[src/logic/bidr_cfg.svh]
// constants for the bridge i/o, legacy display and remap decoder
`ifndef BIDR_CFG_SVH
`define BIDR_CFG_SVH
// register byte offsets
`define BIDR_CTRL_OFS 8'h00
`define BIDR_IOBASE_OFS 8'h04
`define BIDR_IOLIM_OFS 8'h08
`define BIDR_NPBASE_OFS 8'h0c
`define BIDR_NPLIM_OFS 8'h10
`define BIDR_NPREMAP_OFS 8'h14
`define BIDR_PFBASE_LO_OFS 8'h18
`define BIDR_PFBASE_HI_OFS 8'h1c
`define BIDR_PFLIM_LO_OFS 8'h20
`define BIDR_PFLIM_HI_OFS 8'h24
`define BIDR_PFREMAP_LO_OFS 8'h28
`define BIDR_PFREMAP_HI_OFS 8'h2c
`define BIDR_STATUS_OFS 8'h30
// control register bit positions
`define BIDR_CTRL_IO_EN 0
`define BIDR_CTRL_MEM_EN 1
`define BIDR_CTRL_BM_EN 2
`define BIDR_CTRL_ISA_EN 3
`define BIDR_CTRL_DISP_EN 4
`define BIDR_CTRL_DISP_FULL 5
`define BIDR_CTRL_SNOOP 6
`define BIDR_CTRL_MASK 32'h0000003f
// legacy display ranges
`define BIDR_DISP_MEM_LO 32'h000a0000
`define BIDR_DISP_MEM_HI 32'h000bffff
`define BIDR_DISP_IO_A_LO 16'h03b0
`define BIDR_DISP_IO_A_HI 16'h03bb
`define BIDR_DISP_IO_B_LO 16'h03c0
`define BIDR_DISP_IO_B_HI 16'h03df
// isa alias: low 256 bytes of each 1 kb block pass, below 64 kb
`define BIDR_ISA_LIMIT 32'h0000ffff
// window granules: i/o 4 kb, memory 1 mb
`define BIDR_IO_GRAN_BITS 12
`define BIDR_MEM_GRAN_BITS 20
`endif

[src/logic/bidr_pkg.sv]
// types for the bridge i/o, legacy display and remap decoder
package bidr_pkg;
  // request kind seen by the decoder
  typedef enum logic [1:0] {
    BIDR_REQ_IO,
    BIDR_REQ_MEM32,
    BIDR_REQ_MEM64
  } bidr_kind_t;
  // routing verdict
  typedef enum logic [2:0] {
    BIDR_RT_NONE,
    BIDR_RT_DOWN,
    BIDR_RT_UP,
    BIDR_RT_UR,
    BIDR_RT_IGNORE
  } bidr_route_t;
endpackage

[src/logic/bidr_decode.sv]
// i/o window, isa alias, legacy display and downstream remap decoder
`include "bidr_cfg.svh"

// How it works
// - upstream pci i/o only with bus master
// - isa mode blocks upper 768 bytes downstream
// - isa off forwards whole i/o window
// - above 64 kb only window compare
// - isa aliases go upstream even inside window
// - outside window goes up, inside stays
// - i/o window 4 kb aligned and sized
// - downstream i/o when base not above limit
// - display enable claims down, blocks up
// - display memory 0xa0000 to 0xbffff
// - ten-bit display i/o decode by default
// - sixteen-bit display i/o decode when selected
// - palette snoop reads zero, ignores writes
// - isa filter only inside window, below 64k
// - isa mode affects i/o decode only
// - primary windows claim, offset by base difference
// - nonprefetch address remapped by base difference
// - prefetch 64-bit address remapped likewise
// - i/o disabled: none down (ur), all up except display i/o
// - combined base above limit disables window
module bidr_decode
  import bidr_pkg::*;
(
  // clock and reset
  input wire logic clock_in,
  input wire logic rst_in,
  // register port
  input wire logic [7:0] reg_addr_in,
  input wire logic [31:0] reg_wdata_in,
  input wire logic reg_wr_in,
  input wire logic reg_rd_in,
  output logic [31:0] reg_rdata_out,
  // request from the pcie side (downstream direction)
  input wire logic dn_valid_in,
  input wire bidr_kind_t dn_kind_in,
  input wire logic [63:0] dn_addr_in,
  // request seen on the pci bus (upstream direction)
  input wire logic up_valid_in,
  input wire bidr_kind_t up_kind_in,
  input wire logic [63:0] up_addr_in,
  // verdicts, registered one cycle after the request
  output logic dn_valid_out,
  output bidr_route_t dn_route_out,
  output logic [63:0] dn_addr_out,
  output logic up_valid_out,
  output bidr_route_t up_route_out
);

  // configuration state
  logic [31:0] ctrl_reg, ctrl_next;
  logic [31:0] io_base_reg, io_base_next; // bits 31:12 kept
  logic [31:0] io_lim_reg, io_lim_next;
  logic [31:0] np_base_reg, np_base_next; // bits 31:20 kept
  logic [31:0] np_lim_reg, np_lim_next;
  logic [31:0] np_remap_reg, np_remap_next;
  logic [63:0] pf_base_reg, pf_base_next;
  logic [63:0] pf_lim_reg, pf_lim_next;
  logic [63:0] pf_remap_reg, pf_remap_next;
  logic [31:0] rdata_reg, rdata_next;
  // decision outputs
  logic dn_v_reg, dn_v_next;
  bidr_route_t dn_rt_reg, dn_rt_next;
  logic [63:0] dn_a_reg, dn_a_next;
  logic up_v_reg, up_v_next;
  bidr_route_t up_rt_reg, up_rt_next;
  // status: counts of decided requests, wrapping
  logic [15:0] dn_cnt_reg, dn_cnt_next;
  logic [15:0] up_cnt_reg, up_cnt_next;

  // control bits
  logic io_en, mem_en, bm_en, isa_en, disp_en, disp_full;
  assign io_en = ctrl_reg[`BIDR_CTRL_IO_EN];
  assign mem_en = ctrl_reg[`BIDR_CTRL_MEM_EN];
  assign bm_en = ctrl_reg[`BIDR_CTRL_BM_EN];
  assign isa_en = ctrl_reg[`BIDR_CTRL_ISA_EN];
  assign disp_en = ctrl_reg[`BIDR_CTRL_DISP_EN];
  assign disp_full = ctrl_reg[`BIDR_CTRL_DISP_FULL];

  // window validity; whole 32/64-bit values compared
  logic io_win_on, np_win_on, pf_win_on;
  assign io_win_on = io_base_reg <= io_lim_reg;
  assign np_win_on = np_base_reg <= np_lim_reg;
  assign pf_win_on = pf_base_reg <= pf_lim_reg;

  // offsets between the two buses, modular
  logic [31:0] nonprefetch_base_offset;
  logic [63:0] prefetch_base_offset;
  assign nonprefetch_base_offset = np_base_reg - np_remap_reg;
  assign prefetch_base_offset = pf_base_reg - pf_remap_reg;

  // i/o window hit: low 12 bits implied 000 / fff
  function automatic logic io_hit(input logic [63:0] a);
    logic [31:0] lo;
    lo = a[31:0];
    // limit covers its whole 4 kb granule
    io_hit = io_win_on && (a[63:32] == 32'h0) &&
      (lo >= io_base_reg) &&
      (lo <= {io_lim_reg[31:`BIDR_IO_GRAN_BITS], 12'hfff});
  endfunction

  // isa alias: below 64 kb and in the upper 768 of a 1 kb block
  function automatic logic isa_alias(input logic [63:0] a);
    isa_alias = (a <= {32'h0, `BIDR_ISA_LIMIT}) && (a[9:8] != 2'b00);
  endfunction

  // legacy display i/o match
  function automatic logic disp_io(input logic [63:0] a);
    logic [15:0] k;
    k = disp_full ? a[15:0] : {6'h00, a[9:0]};
    // full compare also needs upper bits zero
    disp_io = disp_en && (!disp_full || a[63:16] == 48'h0) &&
      ((k >= `BIDR_DISP_IO_A_LO && k <= `BIDR_DISP_IO_A_HI) ||
       (k >= `BIDR_DISP_IO_B_LO && k <= `BIDR_DISP_IO_B_HI));
  endfunction

  // legacy frame buffer match
  function automatic logic disp_mem(input logic [63:0] a);
    disp_mem = disp_en && (a >= {32'h0, `BIDR_DISP_MEM_LO}) &&
      (a <= {32'h0, `BIDR_DISP_MEM_HI});
  endfunction

  function automatic logic np_hit(input logic [63:0] a);
    np_hit = np_win_on && (a[63:32] == 32'h0) &&
      (a[31:0] >= np_base_reg) &&
      (a[31:0] <= {np_lim_reg[31:`BIDR_MEM_GRAN_BITS], 20'hfffff});
  endfunction

  function automatic logic pf_hit(input logic [63:0] a);
    pf_hit = pf_win_on && (a >= pf_base_reg) &&
      (a <= {pf_lim_reg[63:`BIDR_MEM_GRAN_BITS], 20'hfffff});
  endfunction

  // register writes and reads
  always_comb
  begin
    ctrl_next = ctrl_reg;
    io_base_next = io_base_reg;
    io_lim_next = io_lim_reg;
    np_base_next = np_base_reg;
    np_lim_next = np_lim_reg;
    np_remap_next = np_remap_reg;
    pf_base_next = pf_base_reg;
    pf_lim_next = pf_lim_reg;
    pf_remap_next = pf_remap_reg;
    rdata_next = 32'h0;
    if (reg_wr_in)
    begin
      case (reg_addr_in)
        // snoop bit masked off, writes dropped
        `BIDR_CTRL_OFS: ctrl_next = reg_wdata_in & `BIDR_CTRL_MASK;
        // low 12 bits of i/o, low 20 bits of memory forced to zero
        `BIDR_IOBASE_OFS: io_base_next = {reg_wdata_in[31:12], 12'h000};
        `BIDR_IOLIM_OFS: io_lim_next = {reg_wdata_in[31:12], 12'h000};
        `BIDR_NPBASE_OFS: np_base_next = {reg_wdata_in[31:20], 20'h0};
        `BIDR_NPLIM_OFS: np_lim_next = {reg_wdata_in[31:20], 20'h0};
        // remap bases writable at any time
        `BIDR_NPREMAP_OFS: np_remap_next = {reg_wdata_in[31:20], 20'h0};
        `BIDR_PFBASE_LO_OFS:
          pf_base_next[31:0] = {reg_wdata_in[31:20], 20'h0};
        `BIDR_PFBASE_HI_OFS: pf_base_next[63:32] = reg_wdata_in;
        `BIDR_PFLIM_LO_OFS:
          pf_lim_next[31:0] = {reg_wdata_in[31:20], 20'h0};
        `BIDR_PFLIM_HI_OFS: pf_lim_next[63:32] = reg_wdata_in;
        `BIDR_PFREMAP_LO_OFS:
          pf_remap_next[31:0] = {reg_wdata_in[31:20], 20'h0};
        `BIDR_PFREMAP_HI_OFS: pf_remap_next[63:32] = reg_wdata_in;
        // read-only or unmapped: ignored
        default: ;
      endcase
    end
    if (reg_rd_in)
    begin
      case (reg_addr_in)
        `BIDR_CTRL_OFS: rdata_next = ctrl_reg;
        `BIDR_IOBASE_OFS: rdata_next = io_base_reg;
        `BIDR_IOLIM_OFS: rdata_next = io_lim_reg;
        `BIDR_NPBASE_OFS: rdata_next = np_base_reg;
        `BIDR_NPLIM_OFS: rdata_next = np_lim_reg;
        `BIDR_NPREMAP_OFS: rdata_next = np_remap_reg;
        `BIDR_PFBASE_LO_OFS: rdata_next = pf_base_reg[31:0];
        `BIDR_PFBASE_HI_OFS: rdata_next = pf_base_reg[63:32];
        `BIDR_PFLIM_LO_OFS: rdata_next = pf_lim_reg[31:0];
        `BIDR_PFLIM_HI_OFS: rdata_next = pf_lim_reg[63:32];
        `BIDR_PFREMAP_LO_OFS: rdata_next = pf_remap_reg[31:0];
        `BIDR_PFREMAP_HI_OFS: rdata_next = pf_remap_reg[63:32];
        // status: window states and request counts
        `BIDR_STATUS_OFS:
          rdata_next = {up_cnt_reg[12:0], dn_cnt_reg[12:0], 3'b000,
            pf_win_on, np_win_on, io_win_on};
        // unmapped reads return zero
        default: rdata_next = 32'h0;
      endcase
    end
  end

  // downstream decision, pcie to pci
  always_comb
  begin
    dn_v_next = dn_valid_in;
    dn_rt_next = BIDR_RT_NONE;
    dn_a_next = dn_addr_in;
    dn_cnt_next = dn_cnt_reg + {15'h0, dn_valid_in};
    if (dn_valid_in)
    begin
      case (dn_kind_in)
        BIDR_REQ_IO:
        begin
          if (!io_en)
            dn_rt_next = BIDR_RT_UR;
          else if (disp_io(dn_addr_in))
            dn_rt_next = BIDR_RT_DOWN;
          else if (isa_en && io_hit(dn_addr_in) && isa_alias(dn_addr_in))
            dn_rt_next = BIDR_RT_NONE;
          else if (io_hit(dn_addr_in))
            dn_rt_next = BIDR_RT_DOWN;
          else
            dn_rt_next = BIDR_RT_NONE;
        end
        BIDR_REQ_MEM32, BIDR_REQ_MEM64:
        begin
          // isa mode plays no part here
          if (!mem_en)
            dn_rt_next = BIDR_RT_UR;
          else if (disp_mem(dn_addr_in))
            dn_rt_next = BIDR_RT_DOWN;
          else if (np_hit(dn_addr_in))
          begin
            dn_rt_next = BIDR_RT_DOWN;
            dn_a_next = {32'h0,
              dn_addr_in[31:0] - nonprefetch_base_offset};
          end
          else if (pf_hit(dn_addr_in))
          begin
            dn_rt_next = BIDR_RT_DOWN;
            dn_a_next = dn_addr_in - prefetch_base_offset;
          end
          else
            dn_rt_next = BIDR_RT_NONE;
        end
        default: dn_rt_next = BIDR_RT_NONE;
      endcase
    end
  end

  // upstream decision, pci to pcie
  always_comb
  begin
    up_v_next = up_valid_in;
    up_rt_next = BIDR_RT_NONE;
    up_cnt_next = up_cnt_reg + {15'h0, up_valid_in};
    if (up_valid_in)
    begin
      if (!bm_en)
        up_rt_next = BIDR_RT_IGNORE;
      else
      begin
        case (up_kind_in)
          BIDR_REQ_IO:
          begin
            if (disp_io(up_addr_in))
              up_rt_next = BIDR_RT_NONE;
            else if (!io_en)
              up_rt_next = BIDR_RT_UP;
            // isa alias goes up inside window
            else if (isa_en && io_hit(up_addr_in) &&
                isa_alias(up_addr_in))
              up_rt_next = BIDR_RT_UP;
            else if (io_hit(up_addr_in))
              up_rt_next = BIDR_RT_NONE;
            else
              up_rt_next = BIDR_RT_UP;
          end
          BIDR_REQ_MEM32, BIDR_REQ_MEM64:
          begin
            // memory inverse decode on primary windows
            if (disp_mem(up_addr_in))
              up_rt_next = BIDR_RT_NONE;
            else if (!mem_en)
              up_rt_next = BIDR_RT_UP;
            else if (np_hit(up_addr_in) || pf_hit(up_addr_in))
              up_rt_next = BIDR_RT_NONE;
            else
              up_rt_next = BIDR_RT_UP;
          end
          default: up_rt_next = BIDR_RT_NONE;
        endcase
      end
    end
  end

  // state registers
  always_ff @(posedge clock_in)
  begin
    if (rst_in)
    begin
      ctrl_reg <= 32'h0;
      io_base_reg <= 32'h0;
      io_lim_reg <= 32'h0;
      np_base_reg <= 32'h0;
      np_lim_reg <= 32'h0;
      np_remap_reg <= 32'h0;
      pf_base_reg <= 64'h0;
      pf_lim_reg <= 64'h0;
      pf_remap_reg <= 64'h0;
      rdata_reg <= 32'h0;
      dn_v_reg <= 1'b0;
      dn_rt_reg <= BIDR_RT_NONE;
      dn_a_reg <= 64'h0;
      up_v_reg <= 1'b0;
      up_rt_reg <= BIDR_RT_NONE;
      dn_cnt_reg <= 16'h0;
      up_cnt_reg <= 16'h0;
    end
    else
    begin
      ctrl_reg <= ctrl_next;
      io_base_reg <= io_base_next;
      io_lim_reg <= io_lim_next;
      np_base_reg <= np_base_next;
      np_lim_reg <= np_lim_next;
      np_remap_reg <= np_remap_next;
      pf_base_reg <= pf_base_next;
      pf_lim_reg <= pf_lim_next;
      pf_remap_reg <= pf_remap_next;
      rdata_reg <= rdata_next;
      dn_v_reg <= dn_v_next;
      dn_rt_reg <= dn_rt_next;
      dn_a_reg <= dn_a_next;
      up_v_reg <= up_v_next;
      up_rt_reg <= up_rt_next;
      dn_cnt_reg <= dn_cnt_next;
      up_cnt_reg <= up_cnt_next;
    end
  end

  // outputs straight from flops
  assign reg_rdata_out = rdata_reg;
  assign dn_valid_out = dn_v_reg;
  assign dn_route_out = dn_rt_reg;
  assign dn_addr_out = dn_a_reg;
  assign up_valid_out = up_v_reg;
  assign up_route_out = up_rt_reg;

endmodule

[config.mk]
export PLATFORM = sky130hd
export DESIGN_NAME = bidr_decode
export DESIGN_NICKNAME = d
export VERILOG_FILES = /design/src/logic/bidr_pkg.sv /design/src/logic/bidr_decode.sv
export VERILOG_INCLUDE_DIRS = /design/src /design/src/logic
export SDC_FILE = /design/constraint.sdc
export NUM_CORES = 2
export LEC_CHECK = 0
export CAP_MARGIN = 20
export CORE_UTILIZATION = 50
export CTS_BUF_LIST = sky130_fd_sc_hd__clkbuf_2 sky130_fd_sc_hd__clkbuf_4 sky130_fd_sc_hd__clkbuf_8
export DETAILED_ROUTE_END_ITERATION = 12
export DONT_BUFFER_PORTS = 1
export PLACE_DENSITY_LB_ADDON = 0.2
export SLEW_MARGIN = 10
export SYNTH_ARGS = -nofsm -noshare
export SYNTH_HDL_FRONTEND = slang
export SYNTH_SLANG_ARGS = --single-unit
[constraint.sdc]
create_clock -name clock_in -period 3.65 [get_ports clock_in]
set_clock_uncertainty 0.15 [all_clocks]
set_input_delay 0.1825 -clock clock_in [delete_from_list [all_inputs] [get_ports clock_in]]
set_output_delay 0.1825 -clock clock_in [all_outputs]
set_load 0.005 [all_outputs]
==> impl_metrics.env <==
export IMPL_synth_async_reset_ratio_pct=0
export IMPL_pwr_share_clk_pct=43.4
export IMPL_period_minus_slack_ns=3.61
export IMPL_cp_startpoint="io_base_reg[13]$_SDFFE_PP0P_"
export IMPL_crit_top_cell="o21a_1"
export IMPL_cts_sinks=342
export IMPL_p_per_area_nw_per_um2=285
export IMPL_num_fill_cells=5100
export IMPL_setup_viol=0
export IMPL_grt_use_total_pct=43.5
export IMPL_antenna_found_initial=12
export IMPL_p_sw_uw=3160
export IMPL_yosys_cell_types_count=86
export IMPL_p_int_uw=7190
export IMPL_finalWirelength_um=133000
export IMPL_ys_top_cells_by_count="nand2_1, ha_1, a21oi_1"
export IMPL_slew_headroom_pct=22.6
export IMPL_vias=31637
export IMPL_worst_hold_slack_ns=0.0267
export IMPL_grt_pass1_vias=29562
export IMPL_rows=87
export IMPL_initial_core_util_pct=51.0
export IMPL_grt_overflow_total=0
export IMPL_drc=0
export IMPL_vias_per_cell=6.32
export IMPL_clkTransAtPathRegs_ns=0.06
export IMPL_post_synth_top_area_cell="dfxtp_1"
export IMPL_dpl_instance_area_um2=30800
export IMPL_endpoint_kind="register"
export IMPL_drt_iter0_markers=4811
export IMPL_ir_drop_v=0.000243
export IMPL_die_w_um=243
export IMPL_critPathSlowestCell="a211oi_1"
export IMPL_finalNetCount=4916
export IMPL_rsz0062_at_grt="yes"
export IMPL_final_period_utilization_pct=99.0
export IMPL_first_pass_iters=6
export IMPL_insertion_delay_ns=0.70
export IMPL_ys_ff_latch=342
export IMPL_synth_most_common_cell="nand2_1"
export IMPL_maxSlewViolCount=0
export IMPL_gp_congestion=1.06
export IMPL_synth_edf_count=0
export IMPL_seq_area_frac_synth_pct=23.6
export IMPL_dieArea_um2=58900
export IMPL_core_area_um2=56800
export IMPL_synth_ff_type="dfxtp_1"
export IMPL_swShare_pct=30.6
export IMPL_cap_viol_max_count=0
export IMPL_avgSynthCellArea_um2=7.78
export IMPL_cp_slowest_stage_delay_ns=0.58
export IMPL_crit_fanout=4
export IMPL_ant_nets=0
export IMPL_critPathLaunchType="register"
export IMPL_drive_above_1_share_pct=9.54
export IMPL_hold_start="dn_addr_in[31]"
export IMPL_area_delta_synth_final_pct=25.2
export IMPL_ioPinCount=282
export IMPL_cts_tree="done"
export IMPL_port_buffers=0
export IMPL_cp_arrival_ns=4.06
export IMPL_grt_pass1_wl_um=191000
export IMPL_fmax_ghz=0.277
export IMPL_power_frac_comb_pct=19.6
export IMPL_netlist_area_um2=29000
export IMPL_cts_root_buffer="clkbuf_8"
export IMPL_cts_max_level=3
export IMPL_total_leakage_power_uw=0.0154
export IMPL_synthTopCellsByArea="dfxtp_1, ha_1, nand2_1, a21oi_1, inv_1"
export IMPL_worstMarginPinSlew_ns=1.16
export IMPL_clockBufferDepth=3
export IMPL_rr_startpoint="io_base_reg[13]$_SDFFE_PP0P_"
export IMPL_hold_class="primary input to register"
export IMPL_crit_type="register to register"
export IMPL_hold_viol=0
export IMPL_die_h_um=243
export IMPL_crit_chain="inv_1 > ha_1 > nor2b_1 > o21a_1 > o21a_1 > o21ai_0 > nand2b_1 > a211oi_1 > o41ai_1 > a41oi_1 > dlygate4sd3_1 > a21o_1"
export IMPL_crit_required_ns=4.10
export IMPL_fin_tns_setup_ns=0
export IMPL_pwr_share_seq_pct=37.0
export IMPL_dp_hpwl_um=99600
export IMPL_largest_reg_flops=64
export IMPL_netlist_area_leader_share_pct=23.6
export IMPL_cts_buffers=66
export IMPL_synth_warnings=0
export IMPL_fin_area_um2=36300
export IMPL_status="finished, final reports clean"
export IMPL_avgRoutedWirePerCell_um=26.5
export IMPL_synthCells=3727
export IMPL_grt_max_degree=232
## area by class of cell
type | instances | area (µm²) | area share [%]
multi-input cells | 2817 | 20200 | 55.8
flip-flops and latches | 342 | 6850 | 18.9
repair buffers | 560 | 5190 | 14.3
inverters | 411 | 1540 | 4.25
clock buffers | 97 | 1250 | 3.45
well taps | 756 | 946 | 2.61
clock inverters | 19 | 251 | 0.693
diodes | 5 | 12.5 | 0.0345
## layer usage
layer,routed length [µm],up-vias,global-route usage (%)
met5,91,-,0
met4,7810,14,22.4
met3,18700,441,12.9
met2,54100,2294,63.2
met1,52200,14751,58.0
li1,-,14137,-
## path summary, 6_finish.rpt
check / endpoint / slack (ns) / cells past startpoint
worst max-delay path: up_route_out[1]$_SDFF_PP0_ / 0.04 / 12
worst min-delay path: dn_addr_out[31]$_SDFF_PP0_ / 0.03 / 5
worst max register to register: up_route_out[1]$_SDFF_PP0_ / 0.04 / 12
worst min register to register: up_cnt_reg[12]$_SDFF_PP0_ / 0.36 / 2
## kinds of logic (layout without fill, tap and decap cells)
group           count (synthesis)  count (layout)  synth area share [%]
buf+inv                       569            1087                  7.55
mux                             8               8                 0.276
xor+xnor                       88              88                  2.66
fa+ha+maj                     540             540                  24.7
compound gates               1043            1043                  23.1
simple gates                 1136            1136                  18.1
flops                         342             342                  23.6
other cells                     1               7                0.0129
## cell usage in the layout, fill, tap and decap left out, types with 12 or more instances in the layout
cell type	netlist	final
a22o_1	46	46
a22oi_1	52	52
a211oi_2	9	13
or3_1	12	12
o31ai_1	13	13
ha_1	486	482
o21ai_1	9	16
and2_1	17	19
nor4_1	50	46
nor2_1	153	141
a21o_1	114	114
xnor2_1	58	57
clkbuf_4	0	13
nor2_2	3	15
o21a_1	22	22
a211oi_1	34	30
a21oi_1	432	430
xor2_1	30	29
clkbuf_8	0	84
and3_1	18	18
o21ai_0	113	106
nor3_1	30	27
fa_1	54	54
nand2b_1	21	20
nor2b_1	26	25
inv_1	410	410
a31oi_1	44	39
a221oi_1	48	47
dfxtp_1	342	338
nand4_1	93	93
nand3_1	72	68
nand2_1	592	591
o211ai_1	19	19
buf_4	4	195
dlygate4sd3_1	0	358
## through the flow
step	power, µW	worst slack [ns]	utilization [%]	std cells
after detailed placement	5610	-0.290	54.3	4521
after floorplan	5160	0.322	-	3728
after global routing	10700	-0.0364	63.9	5005
after global placement	5610	-0.298	54.3	4521
after CTS	10200	-0.0346	63.3	4997
final	10400	0.0381	63.9	5007
## worst max-delay path: cells and delay by family, from the launching register on
kind | cells | cell delay (ns)
AO/OA/AOI/OAI | 7 | 1.70
AND/OR/NAND/NOR | 2 | 0.20
buffers and inverters | 2 | 0.70
adder cells (fa/ha/maj) | 1 | 0.30
flip-flops | 1 | 0.49
## power groups by stage
stage | registers [µW] | logic (µW) | clock network, µW
final | 3830 | 2030 | 4500
after CTS | 3830 | 1920 | 4490
after detailed placement | 3910 | 1700 | 0
after floorplan | 3890 | 1270 | 0
after global routing | 3830 | 2200 | 4670
after global placement | 3910 | 1700 | 0
## timing repair
action                                  CTS  global route
endpoints found under the setup margin    5            60
pin swaps                                 0            17
endpoints found under the hold margin   319             0
setup buffers                             0             5
hold buffers                            360             0
gates resized for setup                   3            58
No activity file was read; power rests on OpenSTA's default activity.
